### src/shared/lsdpc_params.svh
// Offsets, field positions, reset values and timing counts of the driver control block
`ifndef LSDPC_PARAMS_SVH
`define LSDPC_PARAMS_SVH

`define LSDPC_CLK_PERIOD_NS   10
`define LSDPC_OFF_CTRL        8'h00
`define LSDPC_OFF_MAP         8'h04
`define LSDPC_OFF_CFG2        8'h08
`define LSDPC_OFF_DIAG        8'h0c
`define LSDPC_OFF_OSM         8'h10
`define LSDPC_OFF_RELEASE     8'h14
`define LSDPC_CTRL_PAIR_EVEN  4
`define LSDPC_CTRL_PAIR_ODD   5
`define LSDPC_CTRL_THR_SEL    6
`define LSDPC_CTRL_SOFT_RST   7
`define LSDPC_MAP_DEFAULT     8'h84
`define LSDPC_CFG2_FAST_SLEW  0
`define LSDPC_CFG2_TEMP_WARN  1
`define LSDPC_DIAG_UV         4
`define LSDPC_DIAG_OL_OFF     5
`define LSDPC_DIAG_FRAME_ERR  8
`define LSDPC_RETRY_BASE_MS   10
`define LSDPC_RETRY_BASE_CYC  (`LSDPC_RETRY_BASE_MS * 1000000 / `LSDPC_CLK_PERIOD_NS)
`define LSDPC_RETRY_PER_STEP  8
`define LSDPC_RETRY_STEPS     3
`define LSDPC_TSYNC_US        100
`define LSDPC_SYNC2_CYC       (2 * `LSDPC_TSYNC_US * 1000 / `LSDPC_CLK_PERIOD_NS)
`define LSDPC_INRUSH_US       200
`define LSDPC_INRUSH_CYC      (`LSDPC_INRUSH_US * 1000 / `LSDPC_CLK_PERIOD_NS)
`define LSDPC_OFF_OCP_US      5
`define LSDPC_OFF_OCP_CYC     (`LSDPC_OFF_OCP_US * 1000 / `LSDPC_CLK_PERIOD_NS)

`endif

### src/shared/lsdpc_pkg.sv
// Types shared by the driver control block
package lsdpc_pkg;
  typedef enum logic [1:0] {
    LSDPC_MODE_NORMAL,
    LSDPC_MODE_FAILSAFE
  } lsdpc_mode_type;

  typedef struct packed {
    logic [3:0] oc_high;
    logic [3:0] oc_low;
    logic [3:0] over_temp;
    logic [3:0] vds_low;
  } lsdpc_sense_type;
endpackage : lsdpc_pkg

### src/rtl/lsdpc_channel.sv
// One output channel: overcurrent filter, inrush threshold and protection latch
`timescale 1ns/1ps
`default_nettype none
module lsdpc_channel #(
  parameter int unsigned SYNC2_CYC   = 2,
  parameter int unsigned INRUSH_CYC  = 2,
  parameter int unsigned OFF_OCP_CYC = 2
) (
  input  wire logic clk_i,
  input  wire logic rst_i,
  input  wire logic demand_i,
  input  wire logic oc_high_i,
  input  wire logic oc_low_i,
  input  wire logic over_temp_i,
  input  wire logic release_i,
  input  wire logic partner_trip_i,
  output logic      gate_o,
  output logic      trip_o,
  output logic      latched_o,
  output logic      high_thr_o
);
  logic [23:0] off_cnt_reg;
  logic [23:0] on_cnt_reg;
  logic [23:0] flt_cnt_reg;
  logic        over;

  assign over       = high_thr_o ? oc_high_i : oc_low_i;
  assign trip_o     = gate_o & (over_temp_i | (over & (flt_cnt_reg == 24'(OFF_OCP_CYC - 1))));

  always_ff @(posedge clk_i) begin
    if (rst_i) begin
      latched_o <= 1'b0;
    end else if (trip_o | partner_trip_i) begin
      latched_o <= 1'b1;
    end else if (release_i) begin
      latched_o <= 1'b0;
    end
  end

  always_ff @(posedge clk_i) begin
    if (rst_i) begin
      gate_o <= 1'b0;
    end else begin
      gate_o <= demand_i & ~latched_o & ~trip_o & ~partner_trip_i;
    end
  end

  always_ff @(posedge clk_i) begin
    if (rst_i | ~gate_o | ~over) begin
      flt_cnt_reg <= '0;
    end else if (flt_cnt_reg != 24'(OFF_OCP_CYC - 1)) begin
      flt_cnt_reg <= flt_cnt_reg + 24'h000001;
    end
  end

  always_ff @(posedge clk_i) begin
    if (rst_i) begin
      off_cnt_reg <= '0;
      on_cnt_reg  <= '0;
      high_thr_o  <= 1'b1;
    end else if (gate_o) begin
      off_cnt_reg <= '0;
      if (on_cnt_reg == 24'(INRUSH_CYC - 1)) begin
        high_thr_o <= 1'b0;
      end else begin
        on_cnt_reg <= on_cnt_reg + 24'h000001;
      end
    end else begin
      on_cnt_reg <= '0;
      if (off_cnt_reg == 24'(SYNC2_CYC)) begin
        high_thr_o <= 1'b1;
      end else begin
        off_cnt_reg <= off_cnt_reg + 24'h000001;
      end
    end
  end
endmodule : lsdpc_channel
`default_nettype wire

### src/rtl/lsdpc_retry.sv
// Fail-safe restart timer for one channel
`timescale 1ns/1ps
`default_nettype none
`include "lsdpc_params.svh"
module lsdpc_retry #(
  parameter int unsigned BASE_CYC  = 2,
  parameter int unsigned SYNC2_CYC = 2
) (
  input  wire logic clk_i,
  input  wire logic rst_i,
  input  wire logic enable_i,
  input  wire logic input_high_i,
  input  wire logic latched_i,
  output logic      retry_o
);
  logic [23:0] low_cnt_reg;
  logic [23:0] int_cnt_reg;
  logic [4:0]  tries_reg;
  logic [1:0]  step;
  logic [23:0] interval;
  logic        timer_clear;

  assign step        = (tries_reg >= 5'(`LSDPC_RETRY_PER_STEP * `LSDPC_RETRY_STEPS)) ? 2'h3 :
                       2'(tries_reg / 5'(`LSDPC_RETRY_PER_STEP));
  assign interval    = 24'(BASE_CYC) << step;
  assign timer_clear = rst_i | ~enable_i | (low_cnt_reg == 24'(SYNC2_CYC));
  assign retry_o     = enable_i & input_high_i & latched_i & (int_cnt_reg == interval - 24'h000001);

  always_ff @(posedge clk_i) begin
    if (rst_i | input_high_i) begin
      low_cnt_reg <= '0;
    end else if (low_cnt_reg != 24'(SYNC2_CYC)) begin
      low_cnt_reg <= low_cnt_reg + 24'h000001;
    end
  end

  always_ff @(posedge clk_i) begin
    if (timer_clear | ~input_high_i | ~latched_i | retry_o) begin
      int_cnt_reg <= '0;
    end else begin
      int_cnt_reg <= int_cnt_reg + 24'h000001;
    end
  end

  always_ff @(posedge clk_i) begin
    if (timer_clear) begin
      tries_reg <= '0;
    end else if (retry_o && tries_reg != 5'(`LSDPC_RETRY_PER_STEP * `LSDPC_RETRY_STEPS)) begin
      tries_reg <= tries_reg + 5'h01;
    end
  end
endmodule : lsdpc_retry
`default_nettype wire

### src/rtl/lsdpc_top.sv
// Control logic of the four-channel low-side switch with Wishbone register access
// How it works
// Sleep pin low with any input high enters fail-safe and drives that input's channel.
// In fail-safe, reads are answered and every register write is dropped.
// Fail-safe entry sets the undervoltage flag and shows mode 01b.
// Frame error flag is forced to one on the first access after fail-safe entry.
// In fail-safe the open-load summary reads zero; fault and monitor bits work.
// Other registers stay at defaults and cannot be written during fail-safe.
// In fail-safe only channels 2 and 3 run, each from its input pin.
// Logic undervoltage, sleep pin low or soft reset restore register defaults.
// Soft reset keeps the channel fault flags.
// Register reset turns off channels not held by inputs and restores the mapping.
// Slew is slow by default; the fast-slew bit selects the fast rate.
// With pairing on, a tripping channel also shuts down its partner.
// Even pairing bit couples channels 0 and 2, odd bit couples 1 and 3.
// Pairing changes only the fault reaction; software switches pairs together.
// Overcurrent or overtemperature sets the fault flag and latches the channel off.
// The release bit clears itself once the latch is released.
// Load undervoltage sets its flag; it clears on diagnosis read once supply recovers.
// High threshold during inrush, low afterwards; long off time restores high.
// Current above threshold for the filter time turns the channel off, sets flag.
// Thermal warning flag sets above the warning point, clears below hysteresis.
// Fail-safe retries: 8 at 10 ms, 8 at 20 ms, 8 at 40 ms, then 80 ms.
// Input low over two sync periods resets the retry timer.
`timescale 1ns/1ps
`default_nettype none
`include "lsdpc_params.svh"
module lsdpc_top
  import lsdpc_pkg::*;
#(
  parameter int unsigned RETRY_BASE_CYC = `LSDPC_RETRY_BASE_CYC,
  parameter int unsigned SYNC2_CYC      = `LSDPC_SYNC2_CYC,
  parameter int unsigned INRUSH_CYC     = `LSDPC_INRUSH_CYC,
  parameter int unsigned OFF_OCP_CYC    = `LSDPC_OFF_OCP_CYC
) (
  input  wire logic            clk_i,
  input  wire logic            rst_i,
  input  wire logic            cyc_i,
  input  wire logic            stb_i,
  input  wire logic            we_i,
  input  wire logic [7:0]      adr_i,
  input  wire logic [3:0]      sel_i,
  input  wire logic [31:0]     dat_i,
  output logic [31:0]          dat_o,
  output logic                 ack_o,
  input  wire logic            sleep_bar_pin_i,
  input  wire logic [1:0]      direct_input_pin_i,
  input  wire logic            vdd_uv_i,
  input  wire logic            vm_uv_i,
  input  wire logic            vm_op_i,
  input  wire logic            temp_above_warn_i,
  input  wire logic            temp_below_hys_i,
  input  wire logic            frame_error_i,
  input  wire lsdpc_sense_type sense_i,
  output logic [3:0]           channel_gate_o,
  output logic [3:0]           high_threshold_o,
  output logic                 overload_threshold_select_o,
  output logic                 fast_slew_select_o,
  output lsdpc_mode_type       mode_o
);
  //////////////////////////////
  // Register state
  logic [3:0]  channel_on_bit_reg;
  logic        pair_even_sync_reg;
  logic        pair_odd_sync_reg;
  logic        thr_sel_reg;
  logic        soft_rst_reg;
  logic [7:0]  map_reg;
  logic        fast_slew_reg;
  logic [3:0]  iol_en_reg;
  logic        thermal_warning_flag_reg;
  logic [3:0]  channel_fault_flag_reg;
  logic        uv_flag_reg;
  logic        frame_error_flag_reg;
  logic        frame_err_pending_reg;
  logic [3:0]  output_monitor_bit_reg;
  logic [3:0]  latch_release_bit_reg;
  logic        failsafe_reg;

  logic        failsafe;
  logic        failsafe_entry;
  logic        reg_rst;
  logic        flag_rst;
  logic        access;
  logic        wr;
  logic        rd_diag;
  logic        open_load_off_summary;
  logic [3:0]  demand;
  logic [3:0]  trip;
  logic [3:0]  latched;
  logic [3:0]  retry;
  logic [3:0]  partner_trip;
  logic [3:0]  pair_mask;

  function automatic logic [3:0] lsdpc_input_map(input logic [7:0] map, input logic [1:0] pins);
    lsdpc_input_map = (map[3:0] & {4{pins[0]}}) | (map[7:4] & {4{pins[1]}});
  endfunction : lsdpc_input_map

  function automatic logic hit(input logic [7:0] adr, input logic [7:0] off);
    hit = (adr == off);
  endfunction : hit

  //////////////////////////////
  // Mode and reset conditions
  assign failsafe       = ~sleep_bar_pin_i & (|direct_input_pin_i);
  assign failsafe_entry = failsafe & ~failsafe_reg;
  assign reg_rst        = rst_i | vdd_uv_i | ~sleep_bar_pin_i | soft_rst_reg;
  assign flag_rst       = rst_i | vdd_uv_i;
  assign mode_o         = failsafe ? LSDPC_MODE_FAILSAFE : LSDPC_MODE_NORMAL;

  always_ff @(posedge clk_i) begin
    if (rst_i) begin
      failsafe_reg <= 1'b0;
    end else begin
      failsafe_reg <= failsafe;
    end
  end

  //////////////////////////////
  // Wishbone slave
  assign access  = cyc_i & stb_i & ~ack_o;
  assign wr      = access & we_i & ~failsafe;
  assign rd_diag = access & ~we_i & hit(adr_i, `LSDPC_OFF_DIAG);

  always_ff @(posedge clk_i) begin
    if (rst_i) begin
      ack_o <= 1'b0;
    end else begin
      ack_o <= access;
    end
  end

  always_ff @(posedge clk_i) begin
    if (rst_i) begin
      dat_o <= '0;
    end else if (access & ~we_i) begin
      dat_o <= '0;
      case (adr_i)
        `LSDPC_OFF_CTRL: begin
          dat_o[7:0] <= {1'b0, thr_sel_reg, pair_odd_sync_reg, pair_even_sync_reg,
                         channel_on_bit_reg};
        end
        `LSDPC_OFF_MAP: begin
          dat_o[7:0] <= map_reg;
        end
        `LSDPC_OFF_CFG2: begin
          dat_o[7:0] <= {iol_en_reg, 2'h0, thermal_warning_flag_reg, fast_slew_reg};
        end
        `LSDPC_OFF_DIAG: begin
          dat_o[8:0] <= {frame_error_flag_reg | frame_err_pending_reg, mode_o,
                         open_load_off_summary, uv_flag_reg, channel_fault_flag_reg};
        end
        `LSDPC_OFF_OSM: begin
          dat_o[3:0] <= output_monitor_bit_reg;
        end
        `LSDPC_OFF_RELEASE: begin
          dat_o[3:0] <= latch_release_bit_reg;
        end
        default: begin
          dat_o <= '0;
        end
      endcase
    end
  end

  //////////////////////////////
  // Control registers
  always_ff @(posedge clk_i) begin
    if (reg_rst) begin
      channel_on_bit_reg <= 4'h0;
      pair_even_sync_reg <= 1'b0;
      pair_odd_sync_reg  <= 1'b0;
      thr_sel_reg        <= 1'b0;
    end else if (wr && hit(adr_i, `LSDPC_OFF_CTRL) && sel_i[0]) begin
      channel_on_bit_reg <= dat_i[3:0];
      pair_even_sync_reg <= dat_i[`LSDPC_CTRL_PAIR_EVEN];
      pair_odd_sync_reg  <= dat_i[`LSDPC_CTRL_PAIR_ODD];
      thr_sel_reg        <= dat_i[`LSDPC_CTRL_THR_SEL];
    end
  end

  always_ff @(posedge clk_i) begin
    if (rst_i) begin
      soft_rst_reg <= 1'b0;
    end else begin
      soft_rst_reg <= wr & hit(adr_i, `LSDPC_OFF_CTRL) & sel_i[0] & dat_i[`LSDPC_CTRL_SOFT_RST];
    end
  end

  always_ff @(posedge clk_i) begin
    if (reg_rst) begin
      map_reg <= `LSDPC_MAP_DEFAULT;
    end else if (wr && hit(adr_i, `LSDPC_OFF_MAP) && sel_i[0]) begin
      map_reg <= dat_i[7:0];
    end
  end

  always_ff @(posedge clk_i) begin
    if (reg_rst) begin
      fast_slew_reg <= 1'b0;
      iol_en_reg    <= 4'h0;
    end else if (wr && hit(adr_i, `LSDPC_OFF_CFG2) && sel_i[0]) begin
      fast_slew_reg <= dat_i[`LSDPC_CFG2_FAST_SLEW];
      iol_en_reg    <= dat_i[7:4];
    end
  end

  assign fast_slew_select_o          = fast_slew_reg;
  assign overload_threshold_select_o = thr_sel_reg;

  //////////////////////////////
  // Status flags
  always_ff @(posedge clk_i) begin
    if (rst_i) begin
      thermal_warning_flag_reg <= 1'b0;
    end else if (temp_above_warn_i) begin
      thermal_warning_flag_reg <= 1'b1;
    end else if (temp_below_hys_i) begin
      thermal_warning_flag_reg <= 1'b0;
    end
  end

  always_ff @(posedge clk_i) begin
    if (flag_rst) begin
      uv_flag_reg <= 1'b0;
    end else if (vm_uv_i | failsafe_entry) begin
      uv_flag_reg <= 1'b1;
    end else if (rd_diag & vm_op_i) begin
      uv_flag_reg <= 1'b0;
    end
  end

  always_ff @(posedge clk_i) begin
    if (rst_i) begin
      frame_err_pending_reg <= 1'b0;
    end else if (failsafe_entry) begin
      frame_err_pending_reg <= 1'b1;
    end else if (access) begin
      frame_err_pending_reg <= 1'b0;
    end
  end

  always_ff @(posedge clk_i) begin
    if (rst_i) begin
      frame_error_flag_reg <= 1'b0;
    end else if (frame_error_i | (access & frame_err_pending_reg & ~rd_diag)) begin
      frame_error_flag_reg <= 1'b1;
    end else if (rd_diag) begin
      frame_error_flag_reg <= 1'b0;
    end
  end

  always_ff @(posedge clk_i) begin
    if (rst_i) begin
      output_monitor_bit_reg <= 4'h0;
    end else begin
      output_monitor_bit_reg <= sense_i.vds_low;
    end
  end

  assign open_load_off_summary = ~failsafe &
                                 (|(output_monitor_bit_reg & ~channel_gate_o & iol_en_reg));

  //////////////////////////////
  // Channels, pairing, release and retry
  assign demand    = failsafe ? {direct_input_pin_i, 2'b00} :
                     (channel_on_bit_reg | lsdpc_input_map(map_reg, direct_input_pin_i));
  assign pair_mask = {pair_odd_sync_reg, pair_even_sync_reg, pair_odd_sync_reg,
                      pair_even_sync_reg};
  assign partner_trip = pair_mask & {trip[1:0], trip[3:2]};

  always_ff @(posedge clk_i) begin
    if (flag_rst) begin
      channel_fault_flag_reg <= 4'h0;
    end else begin
      channel_fault_flag_reg <= trip | (channel_fault_flag_reg &
                                ~({4{wr & hit(adr_i, `LSDPC_OFF_RELEASE) & sel_i[0]}} & dat_i[3:0]));
    end
  end

  always_ff @(posedge clk_i) begin
    if (reg_rst) begin
      latch_release_bit_reg <= 4'h0;
    end else begin
      latch_release_bit_reg <= (latch_release_bit_reg & latched) |
                               ({4{wr & hit(adr_i, `LSDPC_OFF_RELEASE) & sel_i[0]}} & dat_i[3:0]);
    end
  end

  generate
    for (genvar i = 0; i < 4; i++) begin : g_ch
      lsdpc_channel #(
        .SYNC2_CYC  (SYNC2_CYC),
        .INRUSH_CYC (INRUSH_CYC),
        .OFF_OCP_CYC(OFF_OCP_CYC)
      ) u_channel (
        .clk_i         (clk_i),
        .rst_i         (flag_rst),
        .demand_i      (demand[i]),
        .oc_high_i     (sense_i.oc_high[i]),
        .oc_low_i      (sense_i.oc_low[i]),
        .over_temp_i   (sense_i.over_temp[i]),
        .release_i     (latch_release_bit_reg[i] | retry[i]),
        .partner_trip_i(partner_trip[i]),
        .gate_o        (channel_gate_o[i]),
        .trip_o        (trip[i]),
        .latched_o     (latched[i]),
        .high_thr_o    (high_threshold_o[i])
      );

      lsdpc_retry #(
        .BASE_CYC (RETRY_BASE_CYC),
        .SYNC2_CYC(SYNC2_CYC)
      ) u_retry (
        .clk_i       (clk_i),
        .rst_i       (rst_i),
        .enable_i    (failsafe),
        .input_high_i(demand[i]),
        .latched_i   (latched[i]),
        .retry_o     (retry[i])
      );
    end
  endgenerate
endmodule : lsdpc_top
`default_nettype wire

### config.mk
export PLATFORM = sky130hd
export DESIGN_NAME = lsdpc_top
export DESIGN_NICKNAME = d
export VERILOG_FILES = /design/src/shared/lsdpc_pkg.sv /design/src/rtl/lsdpc_channel.sv /design/src/rtl/lsdpc_retry.sv /design/src/rtl/lsdpc_top.sv
export VERILOG_INCLUDE_DIRS = /design/src /design/src/shared
export SDC_FILE = /design/constraint.sdc
export NUM_CORES = 1
export LEC_CHECK = 0
export ABC_AREA = 1
export BUFFER_PORTS_ARGS = -buffer_cell sky130_fd_sc_hd__buf_2
export CAP_MARGIN = 10
export CORE_ASPECT_RATIO = 0.6
export CORE_MARGIN = 2
export CORE_UTILIZATION = 58
export CTS_BUF_LIST = sky130_fd_sc_hd__clkbuf_4 sky130_fd_sc_hd__clkbuf_8
export CTS_CLUSTER_SIZE = 8
export DETAILED_ROUTE_END_ITERATION = 8
export PLACE_DENSITY = 0.78
export SLEW_MARGIN = 20
export SYNTH_ARGS = -nofsm -noshare
export SYNTH_HDL_FRONTEND = slang
export SYNTH_HIERARCHICAL = 1
export SYNTH_SLANG_ARGS = --single-unit
### constraint.sdc
create_clock -name clk_i -period 1.8 [get_ports clk_i]
set_input_delay 0.36 -clock clk_i [delete_from_list [all_inputs] [get_ports clk_i]]
set_output_delay 0.36 -clock clk_i [all_outputs]
set_load 0.02 [all_outputs]
==> results of run 1 <==
-- power by group through the flow --
stage,Sequential [W],Clock [W],Combinational [W]
after floorplan,0.0127,0,0.000405
after global placement,0.0128,0,0.000651
after detailed placement,0.0128,0,0.000659
after CTS,0.0125,0.0109,0.000688
after global routing,0.0125,0.0114,0.000783
final,0.0125,0.0106,0.000713
-- cells in the mapped netlist (4+ instances only) --
| cell type | count | area share |
|---|---|---|
| nor3_2 | 13 | 0.0043 |
| nand2_4 | 5 | 0.0018 |
| o21ai_4 | 4 | 0.0021 |
| o31ai_1 | 4 | 0.00098 |
| buf_1 | 10 | 0.0012 |
| nand4_2 | 6 | 0.0025 |
| or2_2 | 42 | 0.0086 |
| xor2_1 | 77 | 0.022 |
| nand2_1 | 1028 | 0.13 |
| and2_1 | 4 | 0.00082 |
| nor4_1 | 34 | 0.0070 |
| nand3b_1 | 8 | 0.0020 |
| buf_4 | 28 | 0.0069 |
| clkinv_1 | 4 | 0.00049 |
| buf_2 | 7 | 0.0011 |
| nor2_2 | 47 | 0.0096 |
| nand4_1 | 135 | 0.028 |
| o21ai_0 | 183 | 0.030 |
| nor3b_2 | 8 | 0.0033 |
| a31oi_1 | 9 | 0.0018 |
| nor2_1 | 683 | 0.084 |
| a21oi_1 | 338 | 0.055 |
| xnor2_1 | 24 | 0.0069 |
| o21ai_2 | 6 | 0.0017 |
| o21ai_1 | 27 | 0.0044 |
| nor3_4 | 14 | 0.0074 |
| ha_1 | 52 | 0.021 |
| inv_2 | 14 | 0.0017 |
| nand3_2 | 15 | 0.0049 |
| nand2_2 | 29 | 0.0059 |
| nand3_1 | 256 | 0.042 |
| o21a_1 | 21 | 0.0052 |
| nor2_4 | 27 | 0.0099 |
| nor3_1 | 125 | 0.020 |
| a21oi_2 | 21 | 0.0060 |
| or2_0 | 12 | 0.0025 |
| buf_6 | 10 | 0.0037 |
| clkinv_2 | 4 | 0.00065 |
| inv_1 | 635 | 0.078 |
| dfxtp_1 | 560 | 0.37 |
| clkbuf_1 | 18 | 0.0022 |
-- kinds of logic after synthesis --
kind of cell             Yosys count  synth area share
AO/OA/AOI/OAI                    625             0.111
XOR/XNOR                         101            0.0289
adder cells (fa/ha/maj)           52            0.0213
buffers and inverters            737            0.0983
flip-flops                       560             0.367
other                              1          0.000123
AND/OR/NAND/NOR                 2498             0.373
-- how the worst max path moves through the flow --
| stage | startpoint | to | slack [ns] |
|---|---|---|---|
| 6_report | g_ch[0].u_retry/tries_reg[4]$_SDFFE_PP0P_ | g_ch[0].u_retry/int_cnt_reg[19]$_SDFF_PP0_ | -0.14 |
| 4_1_cts | g_ch[1].u_retry/tries_reg[4]$_SDFFE_PP0P_ | g_ch[1].u_retry/int_cnt_reg[17]$_SDFF_PP0_ | -0.06 |
| 2_1_floorplan | g_ch[2].u_retry/tries_reg[3]$_SDFFE_PP0P_ | g_ch[2].u_channel/latched_o$_SDFFE_PP0P_ | 0.003 |
| 5_1_grt | g_ch[1].u_retry/tries_reg[4]$_SDFFE_PP0P_ | g_ch[1].u_retry/int_cnt_reg[17]$_SDFF_PP0_ | -0.20 |
| 3_3_place_gp | direct_input_pin_i[0] | g_ch[2].u_retry/tries_reg[3]$_SDFFE_PP0P_ | -0.35 |
| 3_5_place_dp | direct_input_pin_i[0] | g_ch[2].u_retry/tries_reg[3]$_SDFFE_PP0P_ | -0.37 |
-- through the flow --
step | hold slack (ns) | area, sq um | util
after floorplan | 0.417 | 30800 | -
after global placement | 0.431 | 33400 | 0.638
after detailed placement | 0.445 | 33400 | 0.638
after CTS | 0.0348 | 35300 | 0.675
after global routing | 0.0627 | 36300 | 0.695
final | 0.0737 | 36300 | 0.695
-- timing repair --
action | CTS | global route
cloned | 0 | 2
hold buffers | 14 | 0
resized for setup | 38 | 237
endpoints found under the setup margin | 116 | 196
buffers inserted | 4 | 27
hold endpoints to repair | 22 | 0
pin swaps | 17 | 109
-- final cells by class --
class | count | area, sq um | area share
tap | 703 | 880 | 0.0242
clock inverter | 8 | 50.0 | 0.00138
antenna | 3 | 7.51 | 0.000207
multi-input combinational | 3300 | 17300 | 0.477
inverter | 660 | 2510 | 0.0692
sequential | 560 | 11300 | 0.311
clock buffer | 133 | 1610 | 0.0444
timing repair buffer | 343 | 2660 | 0.0733
-- routing by layer --
layer	part of all wire	routed length [microns]
met3	0.085	6710
met1	0.49	39000
met5	0	0
met4	0.022	1730
met2	0.40	31600
-- worst max-delay path: stages, from the launching register on --
cell and delay [ns]:
dfxtp_4 0.43, buf_6 0.12, ha_4 0.14, inv_4 0.04
nand2_4 0.07, nand2_2 0.05, nor2_2 0.11, nand2_1 0.08
nor2_2 0.13, nand2_4 0.08, o21ai_4 0.28, clkbuf_16 0.22
nor2_1 0.04
==> summary.md, run 1 <==
| Metric | Value |
|---|---|
| Outcome | `finished, violations left` |
| Failing checks | `negative setup slack` |
| Placed Instances | `5521` |
| Cell Area, Synth | `0.0306 sq mm` |
| EDFF count, synth | `0` |
| Area of the die | `0.0546 sq mm` |
| DRT iter0 DRCs | `3207` |
| Critical Path RT | `2.33 ns` |
| DRT antenna net count | `0` |
| Core Area | `0.0523 sq mm` |
| Clock sink total | `560` |
| Worst r2r dst | `g_ch[0].u_retry/int_cnt_reg[19]$_SDFF_PP0_` |
| Vias per inst | `5.30` |
| Clk_skew | `0.0270 ns` |
| Hold Crit Start | `dat_i[5]` |
| Row Count | `65` |
| H-Tree Depth | `3` |
| Clk Latency, worst-skew pair | `0.66 ns` |
| DRT Pass-1 Iters | `7` |
| Antenna violations before repair | `3` |
| Cts bufs inserted | `87` |
| R2R setup slack | `-0.14 ns` |
| VDD IR-drop max | `0.000587 V` |
| Combinational power share | `0.030` |
| Worst relative slew slack | `0.656` |
| Mean post-synth cell area | `6.69 sq um` |
| Power, Total | `0.0238 W` |
| Reg power frac | `0.523` |
| Crit path launch type | `register` |
| Post-Route WL | `79000 microns` |
| Distinct cells, synth | `59` |
| Drc violations | `0` |
| RSZ-0062 raised after global routing | `yes` |
| Cells after Synth | `4574` |
| Area Growth Syn to Fin | `18.7%` |
| Crit Path Max Fanout | `6` |
| Final setup viols | `88` |
| GRT overflow | `0` |
| Switching share of power | `0.231` |
| Main synth FF type | `dfxtp_1` |
| Nets | `5078` |
| DP HPWL | `57400 microns` |
| NetSw | `0.00550 W` |
| DR WL/cell | `13.8 microns` |
| Reg clk slew, reported paths | `0.06 ns` |
| Slew Limit Fails | `0` |
| FFs w/ async S/R, synth | `0` |
| Vias in the first global route | `26400` |
| Seq/Total Area, Yosys | `0.367` |
| Vias | `30300` |
| Clock power frac | `0.447` |
| Setup CP Type | `register to register` |
| Highest-count cells in the layout ignoring fill and taps | `nand2_1, nor2_1, inv_1, dfxtp_1, a21oi_1` |
| GRT Max-Usage Layer | `met1` |
| Setup ws final | `-0.137 ns` |
| DP Worst Slack | `-0.372 ns` |
| GPL Wtd Cong | `0.976` |
| Crit end category | `register` |
| Worst Max-Slew Pin Slew | `0.512 ns` |
| Clock root buffer | `clkbuf_8` |
| Worst Reg2Reg Path Length in Cells | `12` |
| Setup TNS | `-6.18 ns` |
| P per Cell Area | `656 mW/mm^2` |
| Min Tclk post-route | `1.94 ns` |
| Fraction of layout cells with a size suffix above 1 | `0.185` |
| Die width | `300 microns` |
| Hold-critical path endpoint | `iol_en_reg[1]$_SDFFE_PP0P_` |
| Flops & latches, synth | `560` |
| Largest net degree at the start of global routing | `25` |
| Hold depth | `3` |
| # IOs | `119` |
| Internal power | `0.0183 W` |
| # Max-Cap Violations | `0` |
| Met1 Use GR | `0.436` |
| GR Layer Usage met3 | `0.0441` |
| First-pass GRT wire length | `127000 microns` |
| Max Clk Rate | `516 MHz` |
| Non-filler cells, final | `5710` |
| YS warnings | `6` |
| Die Y | `182 microns` |
| Total GRT Usage | `0.276` |
| Port-buffer cells | `67` |
| Worst r2r src | `g_ch[0].u_retry/tries_reg[4]$_SDFFE_PP0P_` |
| Final hold vios | `0` |
| CTS tree | `done` |
| Arrival time worst endpoint | `2.47 ns` |
| Layout fillers | `4304` |
| LEAKAGE | `13.7 nW` |
| Initial Util | `0.585` |
| Hold Crit Class | `input pin to register` |
| Met2 GRT Util | `0.380` |
| Most common cell after layout, fill and taps aside | `nand2_1` |
| Clk buf depth | `3` |
| Period utilization | `1.08` |
(Power assumes the default switching activity.)
==> inputs of run 2 (changes only) <==
--- a/config.mk
+++ b/config.mk
@@ -10,7 +10,6 @@
 export BUFFER_PORTS_ARGS = -buffer_cell sky130_fd_sc_hd__buf_2
 export CAP_MARGIN = 10
 export CORE_ASPECT_RATIO = 0.6
-export CORE_MARGIN = 2
 export CORE_UTILIZATION = 58
 export CTS_BUF_LIST = sky130_fd_sc_hd__clkbuf_4 sky130_fd_sc_hd__clkbuf_8
 export CTS_CLUSTER_SIZE = 8
==> summary.md, run 2 (synthesized netlist as in run 1, its figures left out) <==
| Metric | Value |
|---|---|
| Outcome | `finished, violations left` |
| Failing checks | `negative setup slack` |
| Core Area | `0.0515 sq mm` |
| Final hold vios | `0` |
| Clk buf depth | `3` |
| Setup TNS | `-5.10 ns` |
| Final setup viols | `98` |
| Period utilization | `1.06` |
| Post-layout util | `0.713` |
| P per Cell Area | `649 mW/mm^2` |
| Area of the die | `0.0537 sq mm` |
| DRT antenna net count | `0` |
| Placed Instances | `5515` |
| DRT iter0 DRCs | `2968` |
| Die Y | `180 microns` |
| Nets | `5100` |
| Arrival time worst endpoint | `2.47 ns` |
| Reg area | `0.0113 sq mm` |
| Crit path launch type | `register` |
| # Max-Cap Violations | `0` |
| Port-buffer cells | `67` |
| Crit end category | `register` |
| Hold Crit Start | `temp_below_hys_i` |
| LEAKAGE | `13.9 nW` |
| Critical Path RT | `2.36 ns` |
| Initial Util | `0.594` |
| Total GRT Usage | `0.285` |
| Worst relative slew slack | `0.610` |
| Setup ws final | `-0.112 ns` |
| Non-filler cells, final | `5722` |
| DRT Pass-1 Iters | `8` |
| RSZ-0062 raised after global routing | `yes` |
| R2R setup slack | `-0.11 ns` |
| Row Count | `64` |
| # IOs | `119` |
| Clk_skew | `0.0372 ns` |
| GRT overflow | `0` |
| Area Growth Syn to Fin | `20.1%` |
| Slew Limit Fails | `0` |
| Vias per inst | `5.33` |
| Clock sink total | `560` |
| Area of the multi-input gates | `0.0175 sq mm` |
| Vias in the first global route | `26700` |
| Post-Route WL | `81300 microns` |
| DP HPWL | `58000 microns` |
| Drc violations | `0` |
| Largest net degree at the start of global routing | `26` |
| Min Tclk post-route | `1.91 ns` |
| Antenna violations before repair | `5` |
| Hold Crit Class | `input pin to register` |
| Worst r2r src | `g_ch[3].u_retry/tries_reg[4]$_SDFFE_PP0P_` |
| Die width | `298 microns` |
| Worst Max-Slew Pin Slew | `0.584 ns` |
| GPL Wtd Cong | `0.970` |
| Fraction of layout cells with a size suffix above 1 | `0.196` |
| VDD IR-drop max | `0.000645 V` |
| H-Tree Depth | `3` |
| DR WL/cell | `14.2 microns` |
| Worst Reg2Reg Path Length in Cells | `13` |
| Hold-critical path endpoint | `thermal_warning_flag_reg$_SDFFE_PP0P_` |
| Hold depth | `4` |
| Crit Path Max Fanout | `8` |
| DP Worst Slack | `-0.502 ns` |
| Most common cell after layout, fill and taps aside | `nand2_1` |
| Setup CP Type | `register to register` |
| Reg clk slew, reported paths | `0.07 ns` |
| Clk Latency, worst-skew pair | `0.70 ns` |
| Vias | `30500` |
| Clock root buffer | `clkbuf_8` |
| First-pass GRT wire length | `129000 microns` |
| CTS tree | `done` |
| Layout fillers | `4187` |
| Worst r2r dst | `g_ch[3].u_retry/int_cnt_reg[5]$_SDFF_PP0_` |
| Max Clk Rate | `523 MHz` |
| Cts bufs inserted | `86` |
| Highest-count cells in the layout ignoring fill and taps | `nand2_1, nor2_1, inv_1, dfxtp_1, a21oi_1` |
run 2: changes by cell type in the layout (fill, tap and decap cells not counted), sizes merged:
cell         delta
buf            +21
clkbuf          -1
clkinv          -3
clkinvlp        -2
diode           +3
dlygate4sd3     -1
inv             +4
o21ai           +1
run 2: worst max-delay path, stage by stage (launching register included):
cell and delay (ns):
dfxtp_4 0.46, ha_4 0.18, inv_4 0.05, nand2_2 0.06
nand2_2 0.06, inv_1 0.04, nand2_1 0.05, nor2_1 0.09
nand2_1 0.10, nor2_4 0.23, nand2_4 0.07, nand3_4 0.16
clkbuf_16 0.19, nor2_2 0.03
run 2: worst max path at each step:
stage                     cells after the start                                         end  slack [ns]                                 startpoint
final                                        13   g_ch[3].u_retry/int_cnt_reg[5]$_SDFF_PP0_       -0.11  g_ch[3].u_retry/tries_reg[4]$_SDFFE_PP0P_
after global routing                         13   g_ch[3].u_retry/int_cnt_reg[5]$_SDFF_PP0_       -0.23  g_ch[3].u_retry/tries_reg[4]$_SDFFE_PP0P_
after CTS                                    13  g_ch[0].u_retry/int_cnt_reg[23]$_SDFF_PP0_       -0.08  g_ch[0].u_retry/tries_reg[4]$_SDFFE_PP0P_
after detailed placement                     12  g_ch[1].u_retry/int_cnt_reg[17]$_SDFF_PP0_       -0.50                      direct_input_pin_i[0]
after global placement                       12  g_ch[1].u_retry/int_cnt_reg[17]$_SDFF_PP0_       -0.44                      direct_input_pin_i[0]
after floorplan                              15    g_ch[2].u_channel/latched_o$_SDFFE_PP0P_       0.003  g_ch[2].u_retry/tries_reg[3]$_SDFFE_PP0P_
run 2: area by class of cell:
| class | count | share of cell area |
|---|---|---|
| Multi-Input combinational cell | 3301 | 0.476 |
| Clock inverter | 7 | 0.00160 |
| Sequential cell | 560 | 0.307 |
| Antenna cell | 6 | 0.000409 |
| Tap cell | 693 | 0.0236 |
| Timing Repair Buffer | 365 | 0.0799 |
| Inverter | 660 | 0.0686 |
| Clock buffer | 130 | 0.0433 |
run 2: per-layer routing:
metal / up-vias / GRT usage / part of all wire
li1: 15500 / - / -
met1: 13800 / 0.424 / 0.48
met2: 1103 / 0.403 / 0.41
met3: 147 / 0.0667 / 0.083
met4: 0 / 0.0864 / 0.023
met5: - / 0 / 0
run 2: metrics by stage:
step / power [W] / hold WS (ns) / instance area (sq um)
6_report: 0.0239 / 0.0379 / 36700
5_1_grt: 0.0247 / 0.0358 / 36700
4_1_cts: 0.0240 / 0.00261 / 35600
3_5_place_dp: 0.0134 / 0.451 / 33400
3_3_place_gp: 0.0134 / 0.436 / 33400
2_1_floorplan: 0.0132 / 0.417 / 30800
run 2: repair_timing:
action / CTS / global route
hold buffers: 13 / 0
cloned: 3 / 3
endpoints found under the hold margin: 25 / 0
buffers inserted: 18 / 29
pin swaps: 27 / 98
endpoints found under the setup margin: 119 / 192
resized for setup: 75 / 249
run 2: power by group:
| part | switching (W) | total [W] | internal (W) |
|---|---|---|---|
| sequential | 0.0000467 | 0.0125 | 0.0124 |
| clock | 0.00506 | 0.0107 | 0.00559 |
| combinational | 0.000461 | 0.000728 | 0.000268 |
